$ cat src/logic/alarm_event_pkg.sv
// Purpose: Shared constants for the T1 alarm and error interrupt block.
// Assumes: 100 MHz clock, byte-wide register port.
// Notes:   Offsets, fields, reset values and timing counts live here only.

package alarm_event_pkg;

    // ----------------------------------------------------------------
    // Widths
    // ----------------------------------------------------------------
    localparam int unsigned ADDR_W = 8;
    localparam int unsigned DATA_W = 8;
    localparam int unsigned CNT_W  = 32;

    // ----------------------------------------------------------------
    // Register offsets
    // ----------------------------------------------------------------
    localparam logic [ADDR_W-1:0] STATUS_OFS = 8'h00;
    localparam logic [ADDR_W-1:0] ENABLE_OFS = 8'h01;
    localparam logic [ADDR_W-1:0] BLOCK_OFS  = 8'h02;
    localparam logic [ADDR_W-1:0] STATE_OFS  = 8'h03;

    // ----------------------------------------------------------------
    // Field positions (status and enable share one layout)
    // ----------------------------------------------------------------
    localparam int unsigned YEL_BIT      = 0;
    localparam int unsigned AIS_BIT      = 1;
    localparam int unsigned LOF_BIT      = 2;
    localparam int unsigned LCV_BIT      = 3;
    localparam int unsigned EVENT_N      = 4;
    localparam int unsigned BLOCK_EN_BIT = 0;

    // ----------------------------------------------------------------
    // Reset values
    // ----------------------------------------------------------------
    localparam logic [DATA_W-1:0]  STATUS_RST   = 8'h00;
    localparam logic [DATA_W-1:0]  ENABLE_RST   = 8'h00;
    localparam logic               BLOCK_EN_RST = 1'b0;
    localparam logic [EVENT_N-1:0] EVENT_MASK   = 4'hf;

    // ----------------------------------------------------------------
    // Timing
    // ----------------------------------------------------------------
    localparam int unsigned CLK_HZ         = 100_000_000;
    localparam int unsigned CYCLES_PER_MS  = CLK_HZ / 1000;
    localparam int unsigned AIS_PERSIST_MS = 42;
    localparam int unsigned YEL_PERSIST_MS = 900;
    localparam int unsigned AIS_CYCLES     = AIS_PERSIST_MS * CYCLES_PER_MS;
    localparam int unsigned YEL_CYCLES     = YEL_PERSIST_MS * CYCLES_PER_MS;
    localparam int unsigned IMMEDIATE      = 1;

endpackage : alarm_event_pkg

$ cat src/logic/alarm_event_irq.sv
// Purpose: Alarm and error event flags, enables and interrupt for one T1 receiver.
// Assumes: Detector inputs share clk; plain register port, read data one cycle later.
// Notes:   Status bits clear on read and on write-one; a new event beats the clear.

`timescale 1ns/1ps
`default_nettype none

module alarm_event_irq #(
    parameter int unsigned AIS_DECLARE = alarm_event_pkg::AIS_CYCLES,
    parameter int unsigned AIS_CLEAR   = alarm_event_pkg::AIS_CYCLES,
    parameter int unsigned YEL_DECLARE = alarm_event_pkg::YEL_CYCLES
) (
    input  wire logic                                clk,
    input  wire logic                                reset_n,
    input  wire logic [alarm_event_pkg::ADDR_W-1:0]  addr,
    input  wire logic [alarm_event_pkg::DATA_W-1:0]  wr_data,
    input  wire logic                                wr_en,
    input  wire logic                                rd_en,
    output logic      [alarm_event_pkg::DATA_W-1:0]  rd_data,
    input  wire logic                                line_code_violation,
    input  wire logic                                frame_loss_state,
    input  wire logic                                alarm_indication_raw,
    input  wire logic                                remote_alarm_raw,
    output logic                                     alarm_indication_defect,
    output logic                                     remote_alarm_defect,
    output logic                                     irq
);
    import alarm_event_pkg::*;

    // ----------------------------------------------------------------
    // Declarations
    // ----------------------------------------------------------------
    logic [DATA_W-1:0]  alarm_error_event_status;
    logic [DATA_W-1:0]  next_alarm_error_event_status;
    logic [DATA_W-1:0]  alarm_error_event_enable;
    logic [DATA_W-1:0]  next_alarm_error_event_enable;
    logic               alarm_block_irq_en;
    logic               next_alarm_block_irq_en;
    logic [DATA_W-1:0]  next_rd_data;
    logic               next_irq;
    logic               frame_loss_prev;
    logic               ais_prev;
    logic               yel_prev;
    logic               ais_state;
    logic               yel_state;
    logic [EVENT_N-1:0] event_set;
    logic [EVENT_N-1:0] event_clear;
    logic [EVENT_N-1:0] pending;

    logic line_code_violation_flag;
    logic frame_loss_change_flag;
    logic alarm_indication_change_flag;
    logic remote_alarm_change_flag;
    logic line_code_violation_irq_en;
    logic frame_loss_change_irq_en;
    logic alarm_indication_change_irq_en;
    logic remote_alarm_change_irq_en;

    logic status_hit;
    logic enable_hit;
    logic block_hit;
    logic state_hit;

    // ----------------------------------------------------------------
    // Defect qualification
    // ----------------------------------------------------------------
    defect_qualifier #(
        .DECLARE_CYCLES (AIS_DECLARE),
        .CLEAR_CYCLES   (AIS_CLEAR)
    ) u_ais_qual (
        .clk       (clk),
        .reset_n   (reset_n),
        .condition (alarm_indication_raw),
        .defect    (ais_state)
    );

    // Yellow clears on the first edge the condition is gone
    defect_qualifier #(
        .DECLARE_CYCLES (YEL_DECLARE),
        .CLEAR_CYCLES   (IMMEDIATE)
    ) u_yel_qual (
        .clk       (clk),
        .reset_n   (reset_n),
        .condition (remote_alarm_raw),
        .defect    (yel_state)
    );

    // ----------------------------------------------------------------
    // Address decode
    // ----------------------------------------------------------------
    always_comb begin
        status_hit = 1'b0;
        enable_hit = 1'b0;
        block_hit  = 1'b0;
        state_hit  = 1'b0;
        if (addr == STATUS_OFS) begin
            status_hit = 1'b1;
        end else if (addr == ENABLE_OFS) begin
            enable_hit = 1'b1;
        end else if (addr == BLOCK_OFS) begin
            block_hit = 1'b1;
        end else if (addr == STATE_OFS) begin
            state_hit = 1'b1;
        end
    end

    // ----------------------------------------------------------------
    // Event detection
    // ----------------------------------------------------------------
    always_comb begin
        event_set          = '0;
        event_set[LCV_BIT] = line_code_violation;
        event_set[LOF_BIT] = frame_loss_state ^ frame_loss_prev;
        event_set[AIS_BIT] = ais_state ^ ais_prev;
        event_set[YEL_BIT] = yel_state ^ yel_prev;
    end

    always_ff @(posedge clk or negedge reset_n) begin
        if (!reset_n) begin
            frame_loss_prev <= 1'b0;
            ais_prev        <= 1'b0;
            yel_prev        <= 1'b0;
        end else begin
            frame_loss_prev <= frame_loss_state;
            ais_prev        <= ais_state;
            yel_prev        <= yel_state;
        end
    end

    // ----------------------------------------------------------------
    // Status flags
    // ----------------------------------------------------------------
    always_comb begin
        event_clear = '0;
        // Read clears; write-one clears as well
        if (rd_en && status_hit) begin
            event_clear = EVENT_MASK;
        end else if (wr_en && status_hit) begin
            event_clear = wr_data[EVENT_N-1:0];
        end
        next_alarm_error_event_status = '0;
        // A set in the clearing cycle survives
        next_alarm_error_event_status[EVENT_N-1:0] =
            (alarm_error_event_status[EVENT_N-1:0] & ~event_clear) | event_set;
    end

    always_ff @(posedge clk or negedge reset_n) begin
        if (!reset_n) begin
            alarm_error_event_status <= STATUS_RST;
        end else begin
            alarm_error_event_status <= next_alarm_error_event_status;
        end
    end

    assign line_code_violation_flag     = alarm_error_event_status[LCV_BIT];
    assign frame_loss_change_flag       = alarm_error_event_status[LOF_BIT];
    assign alarm_indication_change_flag = alarm_error_event_status[AIS_BIT];
    assign remote_alarm_change_flag     = alarm_error_event_status[YEL_BIT];

    // ----------------------------------------------------------------
    // Enable and block control
    // ----------------------------------------------------------------
    always_comb begin
        next_alarm_error_event_enable = alarm_error_event_enable;
        next_alarm_block_irq_en       = alarm_block_irq_en;
        if (wr_en && enable_hit) begin
            // All bits stored; bit 4 and up steer nothing here
            next_alarm_error_event_enable = wr_data;
        end
        if (wr_en && block_hit) begin
            next_alarm_block_irq_en = wr_data[BLOCK_EN_BIT];
        end
    end

    always_ff @(posedge clk or negedge reset_n) begin
        if (!reset_n) begin
            alarm_error_event_enable <= ENABLE_RST;
            alarm_block_irq_en       <= BLOCK_EN_RST;
        end else begin
            alarm_error_event_enable <= next_alarm_error_event_enable;
            alarm_block_irq_en       <= next_alarm_block_irq_en;
        end
    end

    assign line_code_violation_irq_en     = alarm_error_event_enable[LCV_BIT];
    assign frame_loss_change_irq_en       = alarm_error_event_enable[LOF_BIT];
    assign alarm_indication_change_irq_en = alarm_error_event_enable[AIS_BIT];
    assign remote_alarm_change_irq_en     = alarm_error_event_enable[YEL_BIT];

    // ----------------------------------------------------------------
    // Interrupt
    // ----------------------------------------------------------------
    always_comb begin
        pending          = '0;
        pending[LCV_BIT] = line_code_violation_flag & line_code_violation_irq_en;
        pending[LOF_BIT] = frame_loss_change_flag & frame_loss_change_irq_en;
        pending[AIS_BIT] = alarm_indication_change_flag & alarm_indication_change_irq_en;
        pending[YEL_BIT] = remote_alarm_change_flag & remote_alarm_change_irq_en;
        // Registered output lags the flags by one edge
        next_irq = alarm_block_irq_en & (|pending);
    end

    always_ff @(posedge clk or negedge reset_n) begin
        if (!reset_n) begin
            irq <= 1'b0;
        end else begin
            irq <= next_irq;
        end
    end

    // ----------------------------------------------------------------
    // Read data and defect outputs
    // ----------------------------------------------------------------
    always_comb begin
        next_rd_data = '0;
        if (rd_en) begin
            if (status_hit) begin
                next_rd_data = alarm_error_event_status;
            end else if (enable_hit) begin
                next_rd_data = alarm_error_event_enable;
            end else if (block_hit) begin
                next_rd_data[BLOCK_EN_BIT] = alarm_block_irq_en;
            end else if (state_hit) begin
                next_rd_data[LOF_BIT] = frame_loss_state;
                next_rd_data[AIS_BIT] = ais_state;
                next_rd_data[YEL_BIT] = yel_state;
            end
        end
    end

    always_ff @(posedge clk or negedge reset_n) begin
        if (!reset_n) begin
            rd_data                 <= '0;
            alarm_indication_defect <= 1'b0;
            remote_alarm_defect     <= 1'b0;
        end else begin
            rd_data                 <= next_rd_data;
            alarm_indication_defect <= ais_state;
            remote_alarm_defect     <= yel_state;
        end
    end

endmodule : alarm_event_irq

`default_nettype wire

$ cat src/logic/defect_qualifier.sv
// Purpose: Declares or clears a defect once its raw condition persists.
// Assumes: Raw condition from logic on the same clock.
// Notes:   A count of one means the state follows the condition next edge.

`timescale 1ns/1ps
`default_nettype none

module defect_qualifier #(
    parameter int unsigned DECLARE_CYCLES = 1,
    parameter int unsigned CLEAR_CYCLES   = 1
) (
    input  wire logic clk,
    input  wire logic reset_n,
    input  wire logic condition,
    output logic      defect
);
    import alarm_event_pkg::*;

    logic [CNT_W-1:0] count;
    logic [CNT_W-1:0] next_count;
    logic             next_defect;
    logic [CNT_W-1:0] limit;

    // ----------------------------------------------------------------
    // Persistence counter
    // ----------------------------------------------------------------
    always_comb begin
        limit       = defect ? CNT_W'(CLEAR_CYCLES - 1) : CNT_W'(DECLARE_CYCLES - 1);
        next_count  = '0;
        next_defect = defect;
        // Any return to agreement restarts the wait
        if (condition != defect) begin
            if (count >= limit) begin
                next_defect = condition;
            end else begin
                next_count = count + CNT_W'(1);
            end
        end
    end

    always_ff @(posedge clk or negedge reset_n) begin
        if (!reset_n) begin
            count  <= '0;
            defect <= 1'b0;
        end else begin
            count  <= next_count;
            defect <= next_defect;
        end
    end

endmodule : defect_qualifier

`default_nettype wire

$ cat config.mk
export PLATFORM = sky130hd
export DESIGN_NAME = alarm_event_irq
export DESIGN_NICKNAME = d
export VERILOG_FILES = /design/src/logic/alarm_event_pkg.sv /design/src/logic/alarm_event_irq.sv /design/src/logic/defect_qualifier.sv
export SDC_FILE = /design/constraint.sdc
export NUM_CORES = 1
export LEC_CHECK = 0
export BUFFER_PORTS_ARGS = -buffer_cell sky130_fd_sc_hd__buf_2
export CAP_MARGIN = 20
export CORE_AREA = 2 2 125 66
export CTS_CLUSTER_SIZE = 8
export DETAILED_ROUTE_END_ITERATION = 7
export DIE_AREA = 0 0 127 68
export PLACE_DENSITY = 0.78
export SKIP_LAST_GASP = 1
export SLEW_MARGIN = 20
export SYNTH_ARGS = -nofsm -noshare
export SYNTH_HDL_FRONTEND = slang
export SYNTH_SLANG_ARGS = --single-unit
$ cat constraint.sdc
create_clock -name clk -period 4.51 [get_ports clk]
set_input_delay 0.2255 -clock clk [delete_from_list [all_inputs] [get_ports clk]]
set_output_delay 0.2255 -clock clk [all_outputs]
set_load 0.02 [all_outputs]
==> out/metrics.yaml, run 1 <==
status:
  outcome: "complete, but fails checks"
  violations: "hold timing"
sta:
  drv_slew: 0
  timing.hold.ws_ns: -0.0656
  clock.fmax_mhz: 294
  clock_skew_ns: 0.00907
  rsz0062_at_grt: "no"
  worstMarginPinSlew_ns: 0.953
  period_share_pct: 75.4
  tns_ns: 0
  maxSlewHeadroom_pct: 35.8
  post-route-min-period_ns: 3.40
  hold_viol: 91
  setup_viol: 0
synthesis:
  netlist_instances: 415
  synthFlopType: "dfrtp_1"
  synth_seq_cells: 91
  synth_area_leaders: "dfrtp_1 51%, xnor2_1 5.5%, ha_1 5.4%, xor2_1 4.7%, nor3_1 4.2%"
  yosysTopAreaCellShare_pct: 51.4
  netlist_area_um2: 4430
  avgSynthCellArea_um2: 10.7
  synth_warnings: 0
  ys_types: 45
  yosysTopAreaCell: "dfrtp_1"
  synth_edf_count: 0
  async_flop_share_pct: 100
  ys_seq_area_share_pct: 51.4
layout:
  num-fill-cells: 586
  area_delta_synth_final_pct: 14.2
  drive_above_1_share_pct: 15.6
  final_net_count: 507
  final_common_cell: "dfrtp_1"
  instances_no_fill: 569
  num_antenna_cells: 0
  layout_common_cells: "91 x dfrtp_1, 45 x nor2_1, 37 x nor3_1"
  final_area_um2: 5050
die:
  dieArea_um2: 8640
  fp.dieH_um: 68
  row_count: 23
  start_util_pct: 57.8
  dieWidth_um: 127
  io_pins: 35
  core_area_um2: 7650
placed_design:
  place_congestion: 0.901
  dp.cells: 553
  numPortBuffers: 34
  dpl-instance-area_um2: 4740
  post-dp-hpwl_um: 6470
pwr:
  ir_worst_vdd_v: 0.000219
  seq_power_share_pct: 49.3
  p_switching_mw: 0.401
  p_leak_nw: 2.17
  pwr-share-clk_pct: 45.7
  p_int_mw: 1.30
  swShare_pct: 23.6
  power_density_nw_per_um2: 337
  p_comb_share_pct: 5.0
worst_setup_path:
  cp-start-kind: "flip-flop"
  worstReg2RegStart: "u_yel_qual.defect"
  cp_top_family: "simple AND/OR/NAND/NOR gates"
  cp.required_ns: 4.76
  rr_worst_depth: 7
  rrSetupSlack_ns: 1.11
  worstSetupPathType: "reg2reg"
  worst_path_largest_cell_delay_ns: 0.90
  slowest_stage: "dfrtp_1"
  critPathMaxFanout: 22
  cp_cell_sequence: "ha_1 > nand4b_1 > o21ai_0 > o311ai_1 > nand4_1 > buf_4 > nor3_1"
  cp.arrival_ns: 3.66
  path_buf_inv: 1
  endpoint_kind: "flip-flop"
  worstReg2RegEnd: "u_yel_qual.count[9]"
routing:
  drc: 0
  first_pass_iters: 5
  route.detailed.wl_per_inst_um: 16.5
  post_drt_via_cell_ratio: 5.73
  dr_total_vias: 3261
  drtIter0Drc: 374
  antenna_left: 0
  drt-total-wl_um: 9400
clocking:
  clock_latency_ns: 0.35
  clk_pin_slew_ns: 0.07
  cts.repair.resized: 0
  cts_inserted_buffers: 9
  post-cts-setup-buffers: 0
  cts_tree: "done"
  cts_sinks: 91
  ctsHtreeMaxLevel: 3
  clockRootBuffer: "clkbuf_16"
  clk_path_buf_depth: 2
  holdBufCountCts: 0
global_routing:
  antenna_found_initial: 0
  grt-ovfl-total: 0
  grt_max_degree: 92
  grt_pass1_wl_um: 15700
  grt_usage_pct: 24.1
  grt_pass1_vias: 3180
job:
  drv_cap: 0
hold_path:
  min_path_type: "in2async"
[layout make-up]
cell class	count	area (um^2)	area share, %
clock inverter	7	83.8	1.66
sequential	91	2280	45.1
inverter	13	48.8	0.966
clock buffer	9	225	4.46
multi-input combinational	312	2090	41.4
tap	100	125	2.48
timing repair buffer	37	199	3.94
[worst reg2reg max path, cell delays in order, from the launching register on]
cell and delay, ns:
dfrtp_1 0.90, ha_1 0.39, nand4b_1 0.15, o21ai_0 0.10, o311ai_1 0.32, nand4_1 0.75
buf_4 0.48, nor3_1 0.23
[power by group through the flow]
stage | registers, mW | clock network [mW] | logic (mW)
4_1_cts | 0.839 | 0.796 | 0.0846
5_1_grt | 0.841 | 0.824 | 0.0959
3_5_place_dp | 0.855 | 0 | 0.0839
6_report | 0.839 | 0.777 | 0.0842
3_3_place_gp | 0.854 | 0 | 0.0798
2_1_floorplan | 0.853 | 0 | 0.0419
[registers in the layout, summed over array words and instances (netlist names)]
register	count
remote_alarm_defect	1
alarm_block_irq_en	1
irq	1
rd_data	8
u_ais_qual.count	32
alarm_indication_defect	1
u_yel_qual.defect	1
u_yel_qual.count	32
alarm_error_event_status	4
u_ais_qual.defect	1
alarm_error_event_enable	8
frame_loss_prev	1
[cell usage after synthesis, drive strengths merged (2+ instances only)]
master and n:
a211oi 2, a21oi 2, a22oi 4, a31o 4, and2 6, and3 5, and4 6, buf 4
clkbuf 7, dfrtp 91, ha 19, inv 13, mux2 13, nand2 23, nand2b 3, nand3 22
nand4 9, nand4b 3, nor2 45, nor2b 2, nor3 37, nor3b 2, nor4 17, o211ai 3
o21ai 6, xnor2 28, xor2 24
[how the worst max path moves through the flow]
stage / startpoint / endpoint / slack [ns] / depth (start not counted)
detailed placement: u_yel_qual.defect / u_yel_qual.count[3] / 1.16 / 7
finish: u_yel_qual.defect / u_yel_qual.count[9] / 1.11 / 7
global placement: u_yel_qual.defect / u_yel_qual.count[4] / 1.40 / 7
CTS: u_yel_qual.defect / u_yel_qual.count[3] / 1.14 / 7
global route: u_yel_qual.defect / u_yel_qual.count[0] / 0.88 / 7
floorplan: u_yel_qual.defect / u_yel_qual.defect / 2.00 / 7
[layer usage]
| metal | wire length [um] | global-route usage (%) | vias to the layer above |
|---|---|---|---|
| li1 | - | - | 1555 |
| met1 | 4750 | 35.2 | 1597 |
| met2 | 3980 | 35.5 | 100 |
| met3 | 549 | 6.25 | 9 |
| met4 | 116 | 7.69 | 0 |
| met5 | 0 | 0 | - |
[logic make-up (layout without fill, tap and decap cells)]
family	count (synthesis)	after routing	synth area share (%)
DFF	91	91	51.4
and+or+nand+nor	185	185	21.9
AOI/OAI and AO/OA	28	28	4.47
other	1	13	0.0847
xor gates and xnor gates	52	52	10.3
buffers and inverters	24	66	2.43
muxes	15	15	4.04
adders and majority gates	19	19	5.37
[per-stage QoR]
stage          total power [mW]  utilization [%]  setup slack [ns]  hold slack (ns)
5_1_grt                    1.76             66.0             0.876           0.0115
3_5_place_dp              0.939             61.9              1.16            0.391
3_3_place_gp              0.934             61.9              1.40            0.379
6_report                   1.70             66.0              1.11          -0.0656
4_1_cts                    1.72             66.0              1.14           0.0194
2_1_floorplan             0.895                -              2.00          -0.0701
(Power assumes the default switching activity.)
==> run 2, diff against run 1 <==
--- a/config.mk
+++ b/config.mk
@@ -5,13 +5,14 @@
 export SDC_FILE = /design/constraint.sdc
 export NUM_CORES = 1
 export LEC_CHECK = 0
+export ABC_AREA = 1
 export BUFFER_PORTS_ARGS = -buffer_cell sky130_fd_sc_hd__buf_2
 export CAP_MARGIN = 20
-export CORE_AREA = 2 2 125 66
+export CORE_AREA = 2 2 132 70
 export CTS_CLUSTER_SIZE = 8
 export DETAILED_ROUTE_END_ITERATION = 7
-export DIE_AREA = 0 0 127 68
-export PLACE_DENSITY = 0.78
+export DIE_AREA = 0 0 134 72
+export PLACE_DENSITY = 0.77
 export SKIP_LAST_GASP = 1
 export SLEW_MARGIN = 20
 export SYNTH_ARGS = -nofsm -noshare
==> constraint.sdc (replaced) <==
create_clock -name clk -period 3.3 [get_ports clk]
set_input_delay 0.165 -clock clk [delete_from_list [all_inputs] [get_ports clk]]
set_output_delay 0.165 -clock clk [all_outputs]
set_load 0.02 [all_outputs]
==> run 2 against run 1 <==
Against the previous run: the flow now finishes without violations; flip-flop and latch count is the same; combinational power increased by 27%; count of clock-buffer cells in the layout increased by 1; clock power up 26%; via count increased by 21%; die area grew 12%; fmax is 30% higher; utilization up 0.57 points; synthesized cell count up 42%; critical path type unchanged; largest cell class is now multi-input gates.
==> out/metrics.yaml, run 2 <==
placed_design:
  numPortBuffers: 34  # unchanged
  post-dp-hpwl_um: 7730  # +20%
  dp.cells: 749  # +35%
  place_congestion: 0.913  # +1.3%
  place_ws_ns: 0.731  # -0.433 ns
clocking:
  clock_latency_ns: 0.34  # about the same
  ctsHtreeMaxLevel: 3  # unchanged
  post-cts-setup-buffers: 0  # unchanged
  clk_pin_slew_ns: 0.07  # about the same
  cts.repair.resized: 0  # unchanged
  cts_inserted_buffers: 9  # unchanged
  clockRootBuffer: "clkbuf_16"
  cts_sinks: 91  # unchanged
  holdBufCountCts: 2  # +2
  clk_path_buf_depth: 2  # unchanged
  cts_tree: "done"
sta:
  worstMarginPinSlew_ns: 0.874  # -0.0791 ns
  period_share_pct: 79.4  # +3.9 points
  drv_slew: 0  # unchanged
  hold_viol: 0  # -100%
  fin_ws_ns: 0.681  # -0.427 ns
  tns_ns: 0  # unchanged
  post-route-min-period_ns: 2.62  # -0.783 ns
  timing.hold.ws_ns: 0.0270  # +0.0926 ns
  maxSlewHeadroom_pct: 41.7  # +5.9 points
  rsz0062_at_grt: "no"
  setup_viol: 0  # unchanged
  clock_skew_ns: 0.00532  # -0.00375 ns
  clock.fmax_mhz: 382  # +30%
layout:
  layout_common_cells: "140 x nand2_1, 91 x dfrtp_1, 79 x nor2_1"
  drive_above_1_share_pct: 14.3  # -1.3 points
  area_delta_synth_final_pct: 12.6
  num-fill-cells: 690  # +18%
  final_common_cell: "nand2_1"
  final_net_count: 688  # +36%
  num_antenna_cells: 0  # unchanged
  instances_no_fill: 767  # +35%
  reg_top3: "u_ais_qual.count: 32 flops, u_yel_qual.count: 32 flops"
routing:
  first_pass_iters: 5  # unchanged
  post_drt_via_cell_ratio: 5.14  # -10%
  drc: 0  # unchanged
  drtIter0Drc: 408  # +9.1%
  drt-total-wl_um: 10500  # +12%
  antenna_left: 0  # unchanged
  dr_total_vias: 3940  # +21%
  route.detailed.wl_per_inst_um: 13.7  # -17%
synthesis:
  yosysTopAreaCell: "dfrtp_1"
  synth_compound_area_share_pct: 4.31  # -0.15 points
  synthSimpleGateAreaFrac_pct: 31.9  # +10 points
  synth_area_leaders: "dfrtp_1 46%, nand2_1 11%, nor2_1 5.9%, xor2_1 5.3%, inv_1 4.9%"
  netlist_instances: 591  # +42%
  avgSynthCellArea_um2: 8.45  # -21%
  synth_seq_cells: 91  # unchanged
  synth_warnings: 0  # unchanged
  ys_types: 36  # -20%
  muxShareOfSynthArea_pct: 0  # -4.0 points
  synth_edf_count: 0  # unchanged
  yosys-top-cells-count: "140 x nand2_1, 91 x dfrtp_1, 79 x nor2_1"
  synthAdderAreaFrac_pct: 4.76  # -0.61 points
  synth_top_family_by_area: "simple AND/OR/NAND/NOR gates"
  netlist_area_um2: 4990  # +13%
  synthFlopType: "dfrtp_1"
  async_flop_share_pct: 100  # unchanged
  synth-xor-area-share_pct: 6.84  # -3.4 points
  ys_seq_area_share_pct: 45.6  # -5.8 points
  synth.most_common_cell: "nand2_1"
  yosysTopAreaCellShare_pct: 45.6  # -5.8 points
worst_setup_path:
  worst_path_largest_cell_delay_ns: 0.86  # -0.04 ns
  cp_top_family: "flip-flops"
  worstSetupPathType: "reg2reg"
  slowest_stage: "dfrtp_1"
  crit_path_frequent_cell: "nand2_1"
  path_buf_inv: 1  # unchanged
  cp_cell_sequence: "ha_1 > a21oi_1 > nand2_1 > nand2_1 > nand2_1 > nor2_1 > nand2_1 > nand2_2 > nand3_4 > buf_12 > nor2_4"
  cp-start-kind: "flip-flop"
  cp.required_ns: 3.58  # -1.18 ns
  cp.arrival_ns: 2.89  # -0.77 ns
  endpoint_kind: "flip-flop"
  critPathMaxFanout: 22  # unchanged
die:
  start_util_pct: 59.1  # +1.3 points
  core_area_um2: 8440  # +10%
  dieArea_um2: 9650  # +12%
  fp.dieH_um: 72  # +5.9%
  dieWidth_um: 134  # +5.5%
  row_count: 24  # +4.3%
  io_pins: 35  # unchanged
global_routing:
  grt-ovfl-total: 0  # unchanged
  antenna_found_initial: 0  # unchanged
  grt_pass1_wl_um: 18100  # +15%
  grt_pass1_vias: 3686  # +16%
  grt_usage_pct: 24.1  # about the same
  grt_max_degree: 70  # -24%
pwr:
  p_leak_nw: 2.54  # +17%
  p_total_mw: 2.24  # +31%
  power_density_nw_per_um2: 398  # +18%
  ir_worst_vdd_v: 0.000287  # +31%
status:
  outcome: "finished clean"
hold_path:
  min_path_type: "in2reg"
job:
  drv_cap: 0  # unchanged
run 2: report_power, final:
part / internal (mW) / switching [mW] / leakage, nW
clock network: 0.538 / 0.443 / 0.139
registers: 1.13 / 0.0152 / 1.20
logic: 0.0371 / 0.0700 / 1.20
run 2: worst paths after layout:
kind	from	to	slack, ns	cells past startpoint
worst max register to register	u_yel_qual.defect	u_yel_qual.count[25]	0.68	11
worst max-delay path	u_yel_qual.defect	u_yel_qual.count[25]	0.68	11
worst min-delay path	line_code_violation	alarm_error_event_status[3]	0.03	2
worst min register to register	u_ais_qual.count[0]	u_ais_qual.count[0]	0.46	1
min in group asynchronous	reset_n	u_ais_qual.count[21]	0.48	2
max in group asynchronous	reset_n	u_ais_qual.count[31]	1.99	3
run 2: routing by layer:
layer  GRT usage, %  routed length [um]  up-vias
li1               -                   -     1990
met1           35.8                5100     1797
met2           35.0                4460      146
met3           7.62                 870        7
met4           4.61                  57        0
met5              0                   0        -
run 2: area by class of cell:
cell class / instances / area [um^2] / area share, %
clock inverter: 6 / 47.5 / 0.846
clock buffer: 10 / 239 / 4.25
multi-input combinational: 438 / 2440 / 43.4
tap: 117 / 146 / 2.61
inverter: 67 / 251 / 4.48
sequential: 91 / 2280 / 40.5
timing repair buffer: 38 / 220 / 3.92
run 2: cells by family after synthesis:
kind of cell | after synthesis
compound gates | 38
xor+xnor | 39
fa+ha+maj | 19
buf+inv | 74
flops | 91
other cells | 1
simple gates | 329
run 2: metrics by stage:
step / util [%] / cell area [um^2]
5_1_grt: 66.6 / 5620
6_report: 66.6 / 5620
3_3_place_gp: 63.0 / 5310
4_1_cts: 66.6 / 5620
3_5_place_dp: 63.0 / 5310
2_1_floorplan: - / 5040
run 2: worst reg2reg max path, delay by kind of cell (launching register included):
kind / cells / cell delay [ns]
AO/OA/AOI/OAI: 1 / 0.18
flip-flops: 1 / 0.86
AND/OR/NAND/NOR: 8 / 0.81
buffers and inverters: 1 / 0.29
adder cells (fa/ha/maj): 1 / 0.40
==> run 3, diff against run 2 <==
--- a/config.mk
+++ b/config.mk
@@ -8,11 +8,11 @@
 export ABC_AREA = 1
 export BUFFER_PORTS_ARGS = -buffer_cell sky130_fd_sc_hd__buf_2
 export CAP_MARGIN = 20
-export CORE_AREA = 2 2 132 70
+export CORE_AREA = 2 2 138 73
 export CTS_CLUSTER_SIZE = 8
 export DETAILED_ROUTE_END_ITERATION = 7
-export DIE_AREA = 0 0 134 72
-export PLACE_DENSITY = 0.77
+export DIE_AREA = 0 0 140 75
+export PLACE_DENSITY = 0.74
 export SKIP_LAST_GASP = 1
 export SLEW_MARGIN = 20
 export SYNTH_ARGS = -nofsm -noshare
==> constraint.sdc (replaced) <==
create_clock -name clk -period 2.2 [get_ports clk]
set_input_delay 0.11 -clock clk [delete_from_list [all_inputs] [get_ports clk]]
set_output_delay 0.11 -clock clk [all_outputs]
set_load 0.02 [all_outputs]
==> run 3 against run 2 <==
Against the previous run: non-clock buffer count is 10 higher; sequential power grew 50%; the flow now finishes with violations (DRC); combinational power rose by 79%; global-route usage shrank 0.063 points; critical endpoint is now u_yel_qual.count[12]; critical path type unchanged; clock power rose by 81%; die area up 8.8%; design area is 3.2% higher; via count up 3.3%.
==> out/metrics.yaml, run 3 (synthesis results as in run 2) <==
placed_design:
  dp.cells: 758  # +1.2%
  post-dp-hpwl_um: 8590  # +11%
  dpl-instance-area_um2: 5380  # +1.3%
  place_congestion: 0.958  # +4.9%
  numPortBuffers: 34  # unchanged
sta:
  hold_viol: 0  # unchanged
  setup_viol: 0  # unchanged
  maxSlewHeadroom_pct: 57.5  # +16 points
  worstMarginPinSlew_ns: 0.631  # -0.243 ns
  tns_ns: 0  # unchanged
  drv_slew: 0  # unchanged
  post-route-min-period_ns: 2.08  # -0.541 ns
  clock_skew_ns: 0.00393  # -0.00139 ns
  period_share_pct: 94.4  # +15 points
  rsz0062_at_grt: "no"
  clock.fmax_mhz: 481  # +26%
pwr:
  ir_worst_vdd_v: 0.000460  # +60%
  swShare_pct: 21.7  # -1.9 points
  seq_power_share_pct: 46.7  # -4.7 points
  p_comb_share_pct: 5.2  # +0.4 points
  p_switching_mw: 0.798  # +51%
  p_total_mw: 3.68  # +64%
  pwr-share-clk_pct: 48.1  # +4.2 points
  power_density_nw_per_um2: 634  # +59%
  p_leak_nw: 2.62  # +3.2%
  p_int_mw: 2.88  # +69%
routing:
  drt-total-wl_um: 11600  # +11%
  dr_total_vias: 4069  # +3.3%
  antenna_left: 0  # unchanged
  first_pass_iters: 8  # +3
  route.detailed.wl_per_inst_um: 14.9  # +8.7%
  drtIter0Drc: 392  # -3.9%
  post_drt_via_cell_ratio: 5.21  # +1.4%
  drc: 6  # +6
die:
  fp.dieH_um: 75  # +4.2%
  dieWidth_um: 140  # +4.5%
  dieArea_um2: 10500  # +8.8%
  io_pins: 35  # unchanged
  start_util_pct: 54.1  # -5.1 points
  core_area_um2: 9230  # +9.4%
  row_count: 25  # +4.2%
clocking:
  ctsHtreeMaxLevel: 3  # unchanged
  clk_pin_slew_ns: 0.07  # about the same
  cts_sinks: 91  # unchanged
  clockRootBuffer: "clkbuf_16"
  cts_inserted_buffers: 9  # unchanged
  clock_latency_ns: 0.34  # about the same
  clk_path_buf_depth: 2  # unchanged
  cts_tree: "done"
global_routing:
  grt_util_met2_pct: 35.5  # +0.48 points
  grt_usage_pct: 24.0  # -0.063 points
  grt-ovfl-total: 0  # unchanged
  antenna_found_initial: 0  # unchanged
  grt_max_degree: 55  # -21%
  grt_pass1_wl_um: 19300  # +6.8%
  grt_pass1_vias: 3887  # +5.5%
  met3_usage_pct: 4.39  # -3.2 points
  busiest_layer: "met1"
  met1_usage_pct: 37.0  # +1.2 points
worst_setup_path:
  cp.required_ns: 2.43  # -1.15 ns
  crit_path_end: "u_yel_qual.count[12]"
  rr_worst_depth: 12  # +1
  endpoint_kind: "flip-flop"
  cp-start-kind: "flip-flop"
  worstReg2RegStart: "u_yel_qual.defect"
  worstSetupPathType: "reg2reg"
  cp.arrival_ns: 2.30  # -0.59 ns
  critPathMaxFanout: 10  # -55%
  worstSetupStartpoint: "u_yel_qual.defect"
  worstReg2RegEnd: "u_yel_qual.count[12]"
  rrSetupSlack_ns: 0.12  # -0.56 ns
layout:
  layout_common_cells: "140 x nand2_1, 88 x dfrtp_1, 77 x nor2_1"
  fin_util_pct: 62.9  # -3.7 points
  instances_no_fill: 781  # +1.8%
  drive_above_1_share_pct: 16.2  # +1.9 points
  area_delta_synth_final_pct: 16.2
  final_area_um2: 5800  # +3.2%
  final_common_cell: "nand2_1"
  num_antenna_cells: 0  # unchanged
  reg_top3: "u_ais_qual.count: 32 flops, u_yel_qual.count: 32 flops"
  final_net_count: 698  # +1.5%
job:
  drv_cap: 0  # unchanged
status:
  violations: "DRC"
  outcome: "complete, but fails checks"
hold_path:
  min_path_type: "in2reg"
-- run 3: changes by cell type in the layout (fill, tap and decap cells not counted), sizes merged --
cell,delta
buf,+7
clkinvlp,-1
dlygate4sd3,+2
inv,-1
bufinv,+3
-- run 3: cell type report --
type,count,area [um^2]
fill,743,3430
multi-input combinational,438,2450
sequential,91,2280
timing repair buffer,48,323
inverter,67,251
clock buffer,9,225
tap,121,151
clock inverter,7,114
-- run 3: per-layer routing --
layer | share of wire [%] | up-vias | routed length (um)
met3 | 7.4 | 11 | 857
li1 | - | 1997 | -
met5 | 0 | - | 0
met4 | 1.0 | 0 | 116
met1 | 51 | 1900 | 5970
met2 | 40 | 161 | 4670
-- run 3: per-stage QoR --
stage	worst slack (ns)	hold WS, ns
after floorplan	0.177	-0.186
after CTS	0.0219	0.00729
after global placement	0.161	0.108
after detailed placement	0.132	0.114
final	0.122	0.0205
after global routing	0.0121	0.0252
-- run 3: worst max-delay path: stages, from the launching register on --
cell	delay, ns
dfrtp_2	0.46
clkbuf_2	0.18
ha_1	0.31
nand2_1	0.06
nor2_2	0.15
nand2_1	0.10
nor2_1	0.10
nor2_1	0.06
nand2_1	0.08
nand2_2	0.08
nand3_4	0.13
buf_12	0.19
nor2_4	0.04
-- run 3: what timing repair did --
action | in CTS | in global routing
setup endpoints to repair | 0 | 29
buffers inserted | 0 | 3
gates resized for setup | 0 | 7
hold buffers | 4 | 0
hold endpoints to repair | 40 | 0
-- run 3: how the worst min path moves through the flow --
stage,from,to,depth (start not counted)
CTS,remote_alarm_raw,u_yel_qual.defect,3
global placement,reset_n,u_ais_qual.count[13],1
detailed placement,reset_n,u_ais_qual.count[13],1
floorplan,reset_n,alarm_block_irq_en,0
global route,remote_alarm_raw,u_yel_qual.defect,3
finish,remote_alarm_raw,u_yel_qual.defect,3
-- run 3: power by group through the flow --
| stage | clock [mW] | combinational [mW] | sequential, mW |
|---|---|---|---|
| finish | 1.77 | 0.191 | 1.72 |
| global route | 1.85 | 0.216 | 1.72 |
| CTS | 1.79 | 0.186 | 1.72 |
| detailed placement | 0 | 0.178 | 1.75 |
| global placement | 0 | 0.168 | 1.75 |
| floorplan | 0 | 0.0750 | 1.75 |
